<file path="config.mk">
export PLATFORM = sky130hd
export DESIGN_NAME = ldr_regs
export DESIGN_NICKNAME = d
export VERILOG_FILES = /design/src/ldr_pkg.sv /design/src/ldr_regs.sv
export SDC_FILE = /design/constraint.sdc
export NUM_CORES = 1
export LEC_CHECK = 0
export ABC_CLOCK_PERIOD_IN_PS = 1300
export BUFFER_PORTS_ARGS = -buffer_cell sky130_fd_sc_hd__buf_2
export CAP_MARGIN = 20
export CELL_PAD_IN_SITES_DETAIL_PLACEMENT = 0
export CELL_PAD_IN_SITES_GLOBAL_PLACEMENT = 1
export CORE_ASPECT_RATIO = 1.1
export CORE_UTILIZATION = 31
export CTS_CLUSTER_SIZE = 25
export DETAILED_ROUTE_END_ITERATION = 12
export HOLD_SLACK_MARGIN = 0.02
export PLACE_DENSITY = 0.73
export SETUP_SLACK_MARGIN = 0.15
export SYNTH_ARGS = -nofsm -noshare
export SYNTH_HDL_FRONTEND = slang
export SYNTH_SLANG_ARGS = --single-unit
</file>
<file path="constraint.sdc">
create_clock -name I_SYS_CLK -period 1.3 [get_ports I_SYS_CLK]
set_input_delay 0.13 -clock I_SYS_CLK [delete_from_list [all_inputs] [get_ports I_SYS_CLK]]
set_output_delay 0.13 -clock I_SYS_CLK [all_outputs]
set_load 0.03 [all_outputs]
</file>
<file path="src/ldr_pkg.sv">
// Package for loop diagnostic low-level register logic.
// Assumes an external SPI frame decoder and a loop diagnostic state machine.
package ldr_pkg;
  localparam int CFG_W = 20;
  localparam logic [7:0] CFG_ADDR = 8'h38;
  localparam int CH_N = 8;
  localparam logic [CFG_W-1:0] CFG_RESET = 20'h00000;
  localparam int LEVEL_BIT = 15;
  localparam int MAG_BIT = 14;
  localparam int PD_BIT = 13;
  localparam int SRC_HI = 12;
  localparam int SRC_LO = 11;
  localparam int SINK_BIT = 10;
  localparam int REGULATOR_CURRENT_MONITOR_ROUTE_HI = 9;
  localparam int REGULATOR_CURRENT_MONITOR_ROUTE_LO = 8;
  localparam int RCH_HI = 7;
  localparam int RCH_LO = 4;
  localparam int LCH_HI = 3;
  localparam int LCH_LO = 0;
  localparam int STB_BIT = 5;
  localparam int PIN_BIT = 4;
  localparam logic [5:0] STAT_RESET = 6'h00;
  localparam logic [3:0] CH_MAX = 4'h7;
  localparam logic [1:0] SRC_OFF = 2'h0;
  localparam logic [1:0] SRC_ON = 2'h1;
  localparam logic [1:0] SRC_BYPASS = 2'h2;
  localparam logic [1:0] SRC_ON_AMP = 2'h3;
  localparam logic [1:0] REGULATOR_CURRENT_MONITOR_ROUTE_NONE = 2'h0;
  localparam logic [1:0] REGULATOR_CURRENT_MONITOR_ROUTE_HIGH = 2'h1;
  localparam logic [1:0] REGULATOR_CURRENT_MONITOR_ROUTE_LOW_PDOFF = 2'h2;
  localparam logic [1:0] REGULATOR_CURRENT_MONITOR_ROUTE_LOW_PDON = 2'h3;
endpackage : ldr_pkg

</file>
<file path="src/ldr_regs.sv">
// Loop diagnostic status tail and low-level configuration register.
// Assumes decoded SPI register accesses and status updates synchronous to I_SYS_CLK.
// Functional notes
// - Status bit 5 reports short to battery found by leakage test.
// - Status bit 4 reports leakage pin: 0 low side, 1 high side.
// - Status bits 3:0 report leakage channel; 1000-1111 mean none.
// - Status cleared by I_SRST or safing reset; else written only by diagnostic machine.
// - Config bit 15 selects low or high diagnostic layout.
// - Config bit 14 selects source magnitude: 0 is 40 mA, 1 is 8 mA.
// - Pull-down policy 0: off only on monitor, sink, source or bypass channels; route code 11 keeps it on at the leakage channel.
// - Pull-down policy 1: pull-down off on every channel.
// - Source code 00 off; 01 on at magnitude on resistance channel.
// - Source code 10 enables bypass current on resistance channel only.
// - Source code 11 enables source on resistance channel and amplifier on pair partner.
// - Config bit 10 enables sink on resistance channel only.
// - Config resets to zero; else changes only on host write.
// - Bits 9:8 route regulator current monitor to leakage channel pins.
// - Bits 7:4 select resistance and full-path test channel.
// - Bits 3:0 select leakage and transistor test channel.
`timescale 1ns/1ns
module ldr_regs
  import ldr_pkg::*;
(
  input wire logic I_SYS_CLK,
  input wire logic I_SRST,
  input wire logic i_por_rst,
  input wire logic i_wdog_rst,
  input wire logic i_safing_machine_reset,
  input wire logic i_wr_en,
  input wire logic [7:0] i_wr_addr,
  input wire logic [CFG_W-1:0] i_wr_data,
  input wire logic i_stat_wr,
  input wire logic i_short_to_battery_flag,
  input wire logic i_leak_pin_indicator,
  input wire logic [3:0] i_leakage_channel_select,
  output logic [CFG_W-1:0] o_loop_diag_low_level_config,
  output logic [5:0] o_status,
  output logic o_diagnostic_depth_select,
  output logic o_source_magnitude_select,
  output logic [CH_N-1:0] o_source_en,
  output logic [CH_N-1:0] o_bypass_en,
  output logic [CH_N-1:0] o_sink_en,
  output logic [CH_N-1:0] o_diff_amp_sel,
  output logic [CH_N-1:0] o_pulldown_off,
  output logic [CH_N-1:0] o_regulator_current_monitor_route_high_pin,
  output logic [CH_N-1:0] o_regulator_current_monitor_route_low_pin,
  output logic [CH_N-1:0] o_leak_mux_sel,
  output logic [CH_N-1:0] o_res_mux_sel
);
  logic [CFG_W-1:0] cfg_reg, cfg_next;
  logic [5:0] stat_reg, stat_next;
  logic [CH_N-1:0] src_reg, src_next, byp_reg, byp_next, snk_reg, snk_next;
  logic [CH_N-1:0] amp_reg, amp_next, pd_reg, pd_next, vh_reg, vh_next;
  logic [CH_N-1:0] vl_reg, vl_next, lm_reg, lm_next, rm_reg, rm_next;
  logic any_rst;
  logic [1:0] src_mode, regulator_current_monitor_route_mode;
  logic [3:0] rch, lch;
  logic rch_ok, lch_ok;

  assign any_rst = I_SRST | i_por_rst | i_wdog_rst | i_safing_machine_reset;
  assign src_mode = cfg_reg[SRC_HI:SRC_LO];
  assign regulator_current_monitor_route_mode = cfg_reg[REGULATOR_CURRENT_MONITOR_ROUTE_HI:REGULATOR_CURRENT_MONITOR_ROUTE_LO];
  assign rch = cfg_reg[RCH_HI:RCH_LO];
  assign lch = cfg_reg[LCH_HI:LCH_LO];
  assign rch_ok = (rch <= CH_MAX);
  assign lch_ok = (lch <= CH_MAX);

  always_comb begin
    cfg_next = cfg_reg;
    stat_next = stat_reg;
    if (i_wr_en && (i_wr_addr == CFG_ADDR)) begin
      cfg_next = i_wr_data;
    end
    if (i_stat_wr) begin
      stat_next = {i_short_to_battery_flag, i_leak_pin_indicator, i_leakage_channel_select};
    end
  end

  always_ff @(posedge I_SYS_CLK) begin
    if (any_rst) begin
      cfg_reg <= CFG_RESET;
    end else begin
      cfg_reg <= cfg_next;
    end
    if (I_SRST | i_safing_machine_reset) begin
      stat_reg <= STAT_RESET;
    end else begin
      stat_reg <= stat_next;
    end
  end

  genvar g;
  generate
    for (g = 0; g < CH_N; g++) begin : g_ch
      logic r_hit, l_hit, partner;
      assign r_hit = rch_ok && (rch[2:0] == 3'(g));
      assign l_hit = lch_ok && (lch[2:0] == 3'(g));
      assign partner = rch_ok && (rch[2:0] == 3'(g ^ 1));
      always_comb begin
        src_next[g] = r_hit && ((src_mode == SRC_ON) || (src_mode == SRC_ON_AMP));
        byp_next[g] = r_hit && (src_mode == SRC_BYPASS);
        amp_next[g] = partner && (src_mode == SRC_ON_AMP);
        snk_next[g] = r_hit && cfg_reg[SINK_BIT];
        vh_next[g] = l_hit && (regulator_current_monitor_route_mode == REGULATOR_CURRENT_MONITOR_ROUTE_HIGH);
        vl_next[g] = l_hit && ((regulator_current_monitor_route_mode == REGULATOR_CURRENT_MONITOR_ROUTE_LOW_PDOFF) || (regulator_current_monitor_route_mode == REGULATOR_CURRENT_MONITOR_ROUTE_LOW_PDON));
        lm_next[g] = l_hit;
        rm_next[g] = r_hit;
        if (cfg_reg[PD_BIT]) begin
          pd_next[g] = 1'b1;
        end else if (l_hit && (regulator_current_monitor_route_mode == REGULATOR_CURRENT_MONITOR_ROUTE_LOW_PDON)) begin
          pd_next[g] = 1'b0;
        end else begin
          pd_next[g] = src_next[g] | byp_next[g] | snk_next[g] | vh_next[g] | vl_next[g];
        end
      end
    end
  endgenerate

  always_ff @(posedge I_SYS_CLK) begin
    if (any_rst) begin
      src_reg <= '0;
      byp_reg <= '0;
      snk_reg <= '0;
      amp_reg <= '0;
      pd_reg <= '0;
      vh_reg <= '0;
      vl_reg <= '0;
      lm_reg <= '0;
      rm_reg <= '0;
    end else begin
      src_reg <= src_next;
      byp_reg <= byp_next;
      snk_reg <= snk_next;
      amp_reg <= amp_next;
      pd_reg <= pd_next;
      vh_reg <= vh_next;
      vl_reg <= vl_next;
      lm_reg <= lm_next;
      rm_reg <= rm_next;
    end
  end

  assign o_loop_diag_low_level_config = cfg_reg;
  assign o_status = stat_reg;
  assign o_diagnostic_depth_select = cfg_reg[LEVEL_BIT];
  assign o_source_magnitude_select = cfg_reg[MAG_BIT];
  assign o_source_en = src_reg;
  assign o_bypass_en = byp_reg;
  assign o_sink_en = snk_reg;
  assign o_diff_amp_sel = amp_reg;
  assign o_pulldown_off = pd_reg;
  assign o_regulator_current_monitor_route_high_pin = vh_reg;
  assign o_regulator_current_monitor_route_low_pin = vl_reg;
  assign o_leak_mux_sel = lm_reg;
  assign o_res_mux_sel = rm_reg;
endmodule : ldr_regs

</file>
==> results by group, run 1 <==
Global routing
  • Total grt overflow: 0
  • Vias in the first global route: 2,658
  • Initial antenna violation count: 0
  • GRT Overall Usage: 15.0%
  • First-pass GRT wire length: 12,500 um
  • Pin count of the biggest net entering global routing: 31

Yosys
  • Synth Instances: 326
  • Yosys warnings: 0
  • Most used DFF post-synth: dfxtp_1
  • Post-Syn Area per Cell: 9.98 sq um
  • Post-synth EDFFs: 0
  • Post-synth ARST share: 0%
  • Register area share after synthesis: 60.3%
  • Mapped Area: 3250 sq um
  • Distinct cells, synth: 30
  • Net Count, Synth: 367
  • Synth Register Bits: 98

Power
  • Switching share of power: 23.0%
  • Int Pwr: 0.00383 W
  • Flop pwr share: 60.0%
  • Leak pwr: 2.26 nW
  • Combinational Power Share: 4.3%
  • Clock share of power: 35.7%
  • VDD IR max: 559 uV
  • P per Cell Area: 999 nW/um^2
  • Switch Pwr: 0.00115 W

Flow run
  • Max-cap violations: 0

Final layout
  • Final non-filler cell total: 657
  • Area grow syn2layout: 53.2%
  • # nets final: 553
  • Ant diodes: 0
  • Fraction of layout instances using a drive strength above 1: 45.8%

STA
  • Final Max Slew Viols: 0
  • Fin crit period: 1200 ps
  • Skew final: 15.0 ps
  • Worst hold slack: 151 ps
  • Slew headroom: 76.5%
  • Crit share post-route: 92.5%
  • Worst slew pin tran: 351 ps
  • F_max: 831 MHz
  • Final hold vios: 0
  • # setup viols final: 0
  • RSZ-0062 raised after global routing: yes

Status
  • Status: completed

Placement
  • Placer Congestion: 0.780
  • Port Buffers: 140
  • Placed cell count: 601
  • Final HPWL DP: 5880 um

Hold path
  • Hold Crit Class: primary input to flip-flop

Clock tree
  • TritonCTS buffer count: 9
  • Root buffer selected by CTS: clkbuf_8
  • TritonCTS clock tree: built
  • Clock Sinks: 98
  • Htree depth: 3
  • Clock latency on the worst-skew pair: 360 ps
  • Buffer levels on the longest clock path: 2
  • Clk pin slew, worst setup/hold paths: 90 ps

Critical path
  • Required time of the critical path: 1540 ps
  • CP peak stage delay: 360 ps
  • Worst EP arrival: 1450 ps
  • Worst setup EP type: flip-flop
  • Crit path kind: flip-flop to flip-flop
  • Worst-path maximum fanout: 4
  • Worst-path cell chain: o31a_1 > a221oi_1 > a311oi_1
  • CP Launch Type: flip-flop
  • Critical-path top delay cell: dfxtp_4

Floorplanning
  • Chip height: 109 um
  • Core region area: 10,000 sq um
  • Die Footprint: 10,900 sq um
  • Initial core utilization: 32.4%
  • Row count: 38
  • I/O pin cnt: 141
  • Die W: 99.7 um

Route
  • First-pass DRT Iterations: 4
  • DR iter-0 viols: 71
  • Vias per cell: 4.42
  • Detailed Route WL: 8400 um
  • Final ANT Viol Nets: 0
  • DR WL/cell: 12.8 um
  • DR vias: 2,902
  • DRC viols: 0
[final cells by class]
type / instances / area (sq um)
timing repair buffer: 198 / 1270
multi-input combinational: 201 / 1350
tap: 140 / 175
inverter: 4 / 15.0
sequential: 98 / 2010
clock inverter: 6 / 47.5
clock buffer: 10 / 128
fill: 941 / 5040
[cells in the final DEF, fill, tap and decap left out, drive strengths merged]
cell and n:
and4b 3, nor3b 2, clkinv 1, or3 4
and3 8, buf 171, or4 1, inv 8
nor4bb 2, nand2 51, a311oi 2, a31oi 6
nand3b 6, mux2i 26, nor3 2, dfxtp 98
nor4 1, and3b 1, nand2b 2, or2 2
o31a 1, dlygate4sd3 26, a221oi 8, clkbuf 11
nand4b 1, nor2 55, and2 8, clkinvlp 1
nand3 6, nor2b 3
[metrics by stage]
| step | cell area, sq um | utilization (%) | setup TNS (ps) | worst slack [ps] | power [W] |
|---|---|---|---|---|---|
| 4_1_cts | 4840 | 48.2 | 0 | 98.0 | 0.00505 |
| 3_3_place_gp | 4280 | 42.7 | -1640 | -68.3 | 0.00322 |
| 3_5_place_dp | 4280 | 42.7 | -2490 | -113 | 0.00322 |
| 6_report | 4990 | 49.7 | 0 | 97.2 | 0.00498 |
| 5_1_grt | 4990 | 49.7 | 0 | 45.5 | 0.00520 |
| 2_1_floorplan | 3390 | - | 0 | 24.9 | 0.00313 |
[flip-flops by register name, summed over array words and instances, names as in the netlist]
signal / count
o_loop_diag_low_level_config: 20
o_bypass_en: 8
o_diff_amp_sel: 8
o_leak_mux_sel: 8
o_pulldown_off: 8
o_regulator_current_monitor_route_high_pin: 8
o_regulator_current_monitor_route_low_pin: 8
o_res_mux_sel: 8
o_sink_en: 8
o_source_en: 8
o_status: 6
[cell usage after synthesis, types with 3 or more instances]
cell	instances	area (sq um)
and3_1	8	50.1
and2_1	8	50.1
dfxtp_1	98	1960
nand3b_1	6	45.0
and4b_1	3	30.0
a31oi_1	6	37.5
clkbuf_1	16	60.1
inv_1	4	15.0
buf_2	4	20.0
nand3_1	6	30.0
nor2_1	55	206
nor2b_1	3	18.8
a221oi_1	8	70.1
nand2_1	51	191
mux2i_1	26	260
[per-layer routing]
metal  track usage [%]  wire [um]
met3              4.13        432
met2              25.2       4060
met5                 0          0
met4              5.04         96
met1              18.5       3810
[power groups by stage]
| stage | combinational, W | clock, W | sequential [W] |
|---|---|---|---|
| 2_1_floorplan | 0.0000491 | 0 | 0.00308 |
| 3_3_place_gp | 0.000149 | 0 | 0.00307 |
| 3_5_place_dp | 0.000150 | 0 | 0.00307 |
| 4_1_cts | 0.000211 | 0.00185 | 0.00299 |
| 5_1_grt | 0.000231 | 0.00198 | 0.00299 |
| 6_report | 0.000213 | 0.00178 | 0.00299 |
[critical path, delay by kind of cell (launching register included)]
family | cells | cell delay [ps]
compound gates | 3 | 730
flops | 1 | 360
[final timing paths]
| path | startpoint | to | slack [ps] | depth (start not counted) |
|---|---|---|---|---|
| worst max-delay path | o_loop_diag_low_level_config[10] | o_pulldown_off[3] | 100 | 3 |
| worst min-delay path | i_stat_wr | o_status[1] | 150 | 3 |
| worst max register to register | o_loop_diag_low_level_config[10] | o_pulldown_off[3] | 100 | 3 |
| worst min register to register | o_loop_diag_low_level_config[16] | o_loop_diag_low_level_config[16] | 460 | 2 |
[cells by family after synthesis]
logic type / Yosys count / synth area share [%]
simple gates: 158 / 23.9
flops: 98 / 60.3
buf+inv: 27 / 3.73
mux: 26 / 8.00
compound gates: 17 / 4.11
[timing repair]
action,in CTS,in global routing
buffers inserted,5,9
setup endpoints to repair,32,45
pin swaps,10,10
gates resized for setup,25,25
hold buffers,26,0
hold endpoints to repair,26,0
Note: power is estimated with default switching activity, not from simulation.
==> run 2: changes to the inputs <==
--- a/config.mk
+++ b/config.mk
@@ -5,7 +5,7 @@
 export SDC_FILE = /design/constraint.sdc
 export NUM_CORES = 1
 export LEC_CHECK = 0
-export ABC_CLOCK_PERIOD_IN_PS = 1300
+export ABC_CLOCK_PERIOD_IN_PS = 1050
 export BUFFER_PORTS_ARGS = -buffer_cell sky130_fd_sc_hd__buf_2
 export CAP_MARGIN = 20
 export CELL_PAD_IN_SITES_DETAIL_PLACEMENT = 0
==> constraint.sdc (replaced) <==
create_clock -name I_SYS_CLK -period 1.05 [get_ports I_SYS_CLK]
set_input_delay 0.105 -clock I_SYS_CLK [delete_from_list [all_inputs] [get_ports I_SYS_CLK]]
set_output_delay 0.105 -clock I_SYS_CLK [all_outputs]
set_load 0.03 [all_outputs]
==> run 2 against run 1 <==
Net effect: the flow now finishes with violations (setup timing); global-route usage up 3.9 points; first-iteration DRC count up 41%; combinational power up 43%; non-clock buffer count up 53; via count up 10%; sequential power up 23%; critical path type unchanged; highest routed layer unchanged.
==> results by group, run 2 (same netlist as run 1, synthesis figures left out) <==
Power
  • Flop pwr share: 57.9%
  • Switch Pwr: 0.00147 W
  • Total power: 0.00638 W
  • Combinational Power Share: 4.8%
  • Int Pwr: 0.00491 W
  • VDD IR max: 599 uV
  • Switching share of power: 23.1%
  • P per Cell Area: 970 nW/um^2
  • Clock share of power: 37.3%
  • Leak pwr: 2.75 nW

Final layout
  • Number of flip-flops in the largest register: 20
  • Final non-filler cell total: 710
  • Fill count: 755
  • # nets final: 606
  • Most frequent cells in the layout: 139 x buf_6, 85 x dfxtp_2, 39 x nand2_1, 39 x buf_2, 37 x buf_4
  • Ant diodes: 0
  • Fraction of layout instances using a drive strength above 1: 74.2%
  • Commonest non-fill, non-tap cell in the layout: buf_6
  • Area grow syn2layout: 102%

Floorplanning
  • Row count: 38
  • Die Footprint: 10,900 sq um
  • Core region area: 10,000 sq um
  • Chip height: 109 um
  • Initial core utilization: 32.4%
  • I/O pin cnt: 141
  • Die W: 99.7 um

Clock tree
  • Clock Sinks: 98
  • Clk pin slew, worst setup/hold paths: 100 ps
  • TritonCTS buffer count: 9
  • Htree depth: 3
  • TritonCTS clock tree: built
  • Clock latency on the worst-skew pair: 370 ps
  • Buffer levels on the longest clock path: 2
  • Root buffer selected by CTS: clkbuf_8

Placement
  • Placer Congestion: 0.734
  • Placed cell count: 634
  • Port Buffers: 140
  • Final HPWL DP: 6170 um

Critical path
  • R2R depth: 5
  • CP Buf/Inv Count: 3
  • Crit path kind: flip-flop to flip-flop
  • FF-to-FF End: o_source_en[4]
  • CP peak stage delay: 410 ps
  • Crit-path most repeated cell: buf_4
  • Worst-path cell chain: nor3b_4 > buf_4 > buf_4 > buf_4 > and3_1
  • Worst setup EP type: flip-flop
  • Critical-path top delay cell: dfxtp_4
  • Worst R2R Setup Slack: -190 ps
  • Worst-path maximum fanout: 5
  • CP Launch Type: flip-flop
  • Required time of the critical path: 1360 ps
  • Worst EP arrival: 1550 ps
  • Critical register-to-register path startpoint: o_loop_diag_low_level_config[6]
  • Cell family with most CP delay: simple AND/OR/NAND/NOR gates

Hold path
  • Worst Hold Path Cells: 3
  • Hold Path End: o_pulldown_off[0]
  • Min-delay src: i_por_rst
  • Hold Crit Class: primary input to flip-flop

Global routing
  • GRT Overall Usage: 18.9%
  • Initial antenna violation count: 0
  • Total grt overflow: 0
  • First-pass GRT wire length: 15,700 um
  • Vias in the first global route: 3,192
  • Pin count of the biggest net entering global routing: 18

Route
  • DR WL/cell: 14.3 um
  • Detailed Route WL: 10,100 um
  • First-pass DRT Iterations: 4
  • DR vias: 3,204
  • DR iter-0 viols: 100
  • DRC viols: 0
  • Final ANT Viol Nets: 0
  • Vias per cell: 4.51

STA
  • RSZ-0062 raised after global routing: yes
  • Fin crit period: 1240 ps
  • Worst slew pin tran: 278 ps
  • Final Max Slew Viols: 0
  • # setup viols final: 58
  • Skew final: 16.3 ps
  • Crit share post-route: 118%
  • Slew headroom: 81.2%
  • Fin worst setup slack: -188 ps
  • Total negative slack: -5220 ps
  • Final hold vios: 0
  • F_max: 808 MHz

Flow run
  • Max-cap violations: 0

Status
  • Status: complete, but fails checks
  • Failing checks: setup timing
## run 2: cell types whose count changed in the layout (fill, tap and decap cells not counted), sizes merged
cell,delta
buf,+53
clkinvlp,-1
clkbuf,+1
inv,-2
clkinv,+2
## run 2: cell type report
type	instances	area (sq um)	share of cell area [%]
Timing Repair Buffer	251	2480	37.7
Inverter	4	15.0	0.228
Clock inverter	5	43.8	0.666
Clock buffer	11	153	2.32
Sequential cell	98	2120	32.2
Multi-Input combinational cell	201	1600	24.3
Tap cell	140	175	2.66
## run 2: repair_timing
action,in CTS,in global routing
hold endpoints to repair,26,0
endpoints found under the setup margin,176,192
setup buffers,21,11
pin swaps,49,22
hold buffers,26,0
gates cloned,1,1
resized for setup,361,48
## run 2: worst min-delay path, delay by kind of cell
family | cells | cell delay [ps]
buffers and inverters | 1 | 90
AOI/OAI and AO/OA | 1 | 40
and+or+nand+nor | 1 | 160
## run 2: worst max path at each step
stage	from	to	slack, ps	cells past startpoint
after detailed placement	I_SRST	o_bypass_en[0]	-300	4
after global placement	I_SRST	o_bypass_en[0]	-290	4
after global routing	o_loop_diag_low_level_config[6]	o_diff_amp_sel[4]	-240	5
after CTS	o_loop_diag_low_level_config[11]	o_loop_diag_low_level_config[11]	-170	3
after floorplan	i_safing_machine_reset	o_bypass_en[0]	-200	4
final	o_loop_diag_low_level_config[6]	o_source_en[4]	-190	5
## run 2: layer usage
layer	GRT usage, %	wire length [um]	vias up
li1	-	-	1565
met1	21.7	3990	1499
met2	33.7	5370	123
met3	3.88	549	17
met4	9.14	226	0
met5	0	0	-
## run 2: metrics by stage
| stage | utilization, % | hold WS (ps) | setup slack (ps) | cell area [sq um] |
|---|---|---|---|---|
| floorplan | - | 237 | -199 | 3530 |
| global placement | 46.2 | 346 | -289 | 4640 |
| detailed placement | 46.2 | 353 | -303 | 4640 |
| CTS | 63.1 | 46.1 | -166 | 6330 |
| global route | 65.6 | 47.6 | -242 | 6580 |
| finish | 65.6 | 55.1 | -188 | 6580 |
## run 2: power by group through the flow
stage	registers (W)	logic, W	clock network, W
floorplan	0.00380	0.0000655	0
global placement	0.00378	0.000201	0
detailed placement	0.00379	0.000205	0
CTS	0.00370	0.000296	0.00246
global route	0.00370	0.000331	0.00261
finish	0.00369	0.000305	0.00238
==> run 3: changes to the inputs <==
--- a/config.mk
+++ b/config.mk
@@ -10,13 +10,14 @@
 export CAP_MARGIN = 20
 export CELL_PAD_IN_SITES_DETAIL_PLACEMENT = 0
 export CELL_PAD_IN_SITES_GLOBAL_PLACEMENT = 1
-export CORE_ASPECT_RATIO = 1.1
+export CORE_ASPECT_RATIO = 1.2
 export CORE_UTILIZATION = 31
 export CTS_CLUSTER_SIZE = 25
 export DETAILED_ROUTE_END_ITERATION = 12
 export HOLD_SLACK_MARGIN = 0.02
 export PLACE_DENSITY = 0.73
 export SETUP_SLACK_MARGIN = 0.15
+export SKIP_LAST_GASP = 1
 export SYNTH_ARGS = -nofsm -noshare
 export SYNTH_HDL_FRONTEND = slang
 export SYNTH_SLANG_ARGS = --single-unit
==> run 3 against run 2 <==
Net effect: the run still ends with setup timing left; die area is essentially flat; sequential power about the same; critical path depth stayed put; flip-flop and latch count unchanged; final cell count is 2.4% lower; non-clock buffer count is 3 lower; via count shrank 0.84%; core utilization grew 0.96 points; critical endpoint is now o_sink_en[5].
==> results by group, run 3 (same netlist as run 1, synthesis figures left out) <==
STA
  • Worst hold slack: 145 ps
  • Final hold vios: 0
  • RSZ-0062 raised after global routing: yes
  • Worst slew pin tran: 286 ps
  • Crit share post-route: 113%
  • Skew final: 4.50 ps
  • Fin crit period: 1190 ps
  • F_max: 839 MHz
  • Final Max Slew Viols: 0
  • Slew headroom: 80.7%
  • Fin worst setup slack: -141 ps
  • # setup viols final: 59

Route
  • DR iter-0 viols: 121
  • DR WL/cell: 14.8 um
  • First-pass DRT Iterations: 4
  • Detailed Route WL: 10,300 um
  • Vias per cell: 4.58
  • Final ANT Viol Nets: 0
  • DRC viols: 0
  • DR vias: 3,177

Placement
  • Placed cell count: 615
  • Worst slack at placement: -341 ps
  • Final HPWL DP: 6130 um
  • Placer Congestion: 0.727
  • Port Buffers: 140

Status
  • Failing checks: setup timing
  • Status: complete, but fails checks

Floorplanning
  • Die Footprint: 10,900 sq um
  • Die W: 95.5 um
  • Row count: 40
  • Chip height: 114 um
  • Initial core utilization: 32.2%
  • I/O pin cnt: 141
  • Core region area: 10,100 sq um

Final layout
  • Area grow syn2layout: 107%
  • # nets final: 603
  • Final non-filler cell total: 693
  • Commonest non-fill, non-tap cell in the layout: buf_6
  • Number of flip-flops in the largest register: 20
  • Ant diodes: 0
  • Most frequent cells in the layout: 132 x buf_6, 86 x dfxtp_2, 41 x nand2_1, 39 x buf_2, 35 x buf_4
  • Fraction of layout instances using a drive strength above 1: 73.0%

Hold path
  • Hold Crit Class: primary input to flip-flop
  • Hold Path End: o_status[2]
  • Worst Hold Path Cells: 3
  • Min-delay src: i_safing_machine_reset

Clock tree
  • Htree depth: 3
  • Clock Sinks: 98
  • Root buffer selected by CTS: clkbuf_16
  • Clock latency on the worst-skew pair: 340 ps
  • Clk pin slew, worst setup/hold paths: 70 ps
  • TritonCTS clock tree: built
  • Buffer levels on the longest clock path: 2
  • TritonCTS buffer count: 9

Global routing
  • GRT Overall Usage: 18.7%
  • Pin count of the biggest net entering global routing: 18
  • Initial antenna violation count: 0
  • Vias in the first global route: 3,254
  • Total grt overflow: 0
  • First-pass GRT wire length: 15,300 um

Flow run
  • Max-cap violations: 0

Power
  • Leak pwr: 2.84 nW
  • P per Cell Area: 1110 nW/um^2
  • VDD IR max: 657 uV
  • Total power: 0.00748 W

Critical path
  • Crit path kind: flip-flop to flip-flop
  • FF-to-FF End: o_sink_en[5]
  • Critical-path top delay cell: dfxtp_4
  • Worst R2R Setup Slack: -140 ps
  • R2R depth: 5
  • Critical register-to-register path startpoint: o_loop_diag_low_level_config[6]
  • CP peak stage delay: 380 ps
  • Worst EP arrival: 1480 ps
  • Worst-path maximum fanout: 5
  • Worst-path cell chain: nor3b_4 > buf_4 > nand3_4 > inv_2 > and2_1
  • CP Launch Type: flip-flop
  • Worst setup EP type: flip-flop
  • Required time of the critical path: 1340 ps
[run 3: cell count changes in the layout (fill, tap and decap cells not counted), moves of 3 or more]
cell | previous run | this run
clkbuf_8 | 9 | 0
nor2_1 | 28 | 31
buf_6 | 139 | 132
buf_12 | 4 | 8
buf_16 | 0 | 4
nor2_4 | 8 | 4
clkbuf_16 | 2 | 11
buf_8 | 5 | 2
[run 3: worst max path at each step]
stage	startpoint	to	slack, ps
3_5_place_dp	i_safing_machine_reset	o_source_en[2]	-340
2_1_floorplan	i_safing_machine_reset	o_bypass_en[0]	-200
5_1_grt	o_loop_diag_low_level_config[6]	o_source_en[5]	-220
6_report	o_loop_diag_low_level_config[6]	o_sink_en[5]	-140
4_1_cts	o_loop_diag_low_level_config[10]	o_pulldown_off[7]	-120
3_3_place_gp	i_safing_machine_reset	o_sink_en[0]	-310
[run 3: metrics by stage]
stage	util (%)	setup TNS, ps	area, sq um
2_1_floorplan	-	-8170	3530
3_3_place_gp	45.2	-19640	4570
3_5_place_dp	45.2	-20550	4570
4_1_cts	63.6	-2540	6430
5_1_grt	66.5	-6920	6730
6_report	66.5	-3030	6730
[run 3: what timing repair did]
| item | 4_1_cts | 5_1_grt |
|---|---|---|
| hold buffers | 26 | 0 |
| pin swaps | 47 | 19 |
| hold endpoints to repair | 26 | 0 |
| setup buffers | 18 | 12 |
| gates resized for setup | 347 | 45 |
| cloned | 5 | 1 |
| setup endpoints to repair | 192 | 192 |
[run 3: final cells by class]
class / count / area, sq um
clock buffers: 10 / 250
clock inverters: 6 / 70.1
repair buffers: 248 / 2560
flip-flops and latches: 98 / 2110
multi-input cells: 201 / 1550
fillers: 761 / 3380
inverters: 4 / 20.0
well taps: 126 / 158
[run 3: where the power goes]
group,total [W],switching [W],internal (W),leakage [nW]
combinational,0.000314,0.000122,0.000192,1.84
sequential,0.00370,0.00000643,0.00369,0.843
clock,0.00346,0.00145,0.00201,0.159
total,0.00748,0.00158,0.00590,2.84
[run 3: metal layers]
metal	global-route usage, %	routed length, um
met2	34.5	5620
met4	6.37	172
met5	0	0
met3	4.78	546
met1	20.2	3940
[run 3: worst max-delay path, delay by kind of cell, from the launching register on]
kind / cells / cell delay (ps)
DFF: 1 / 380
and+or+nand+nor: 3 / 500
buffers and inverters: 2 / 250
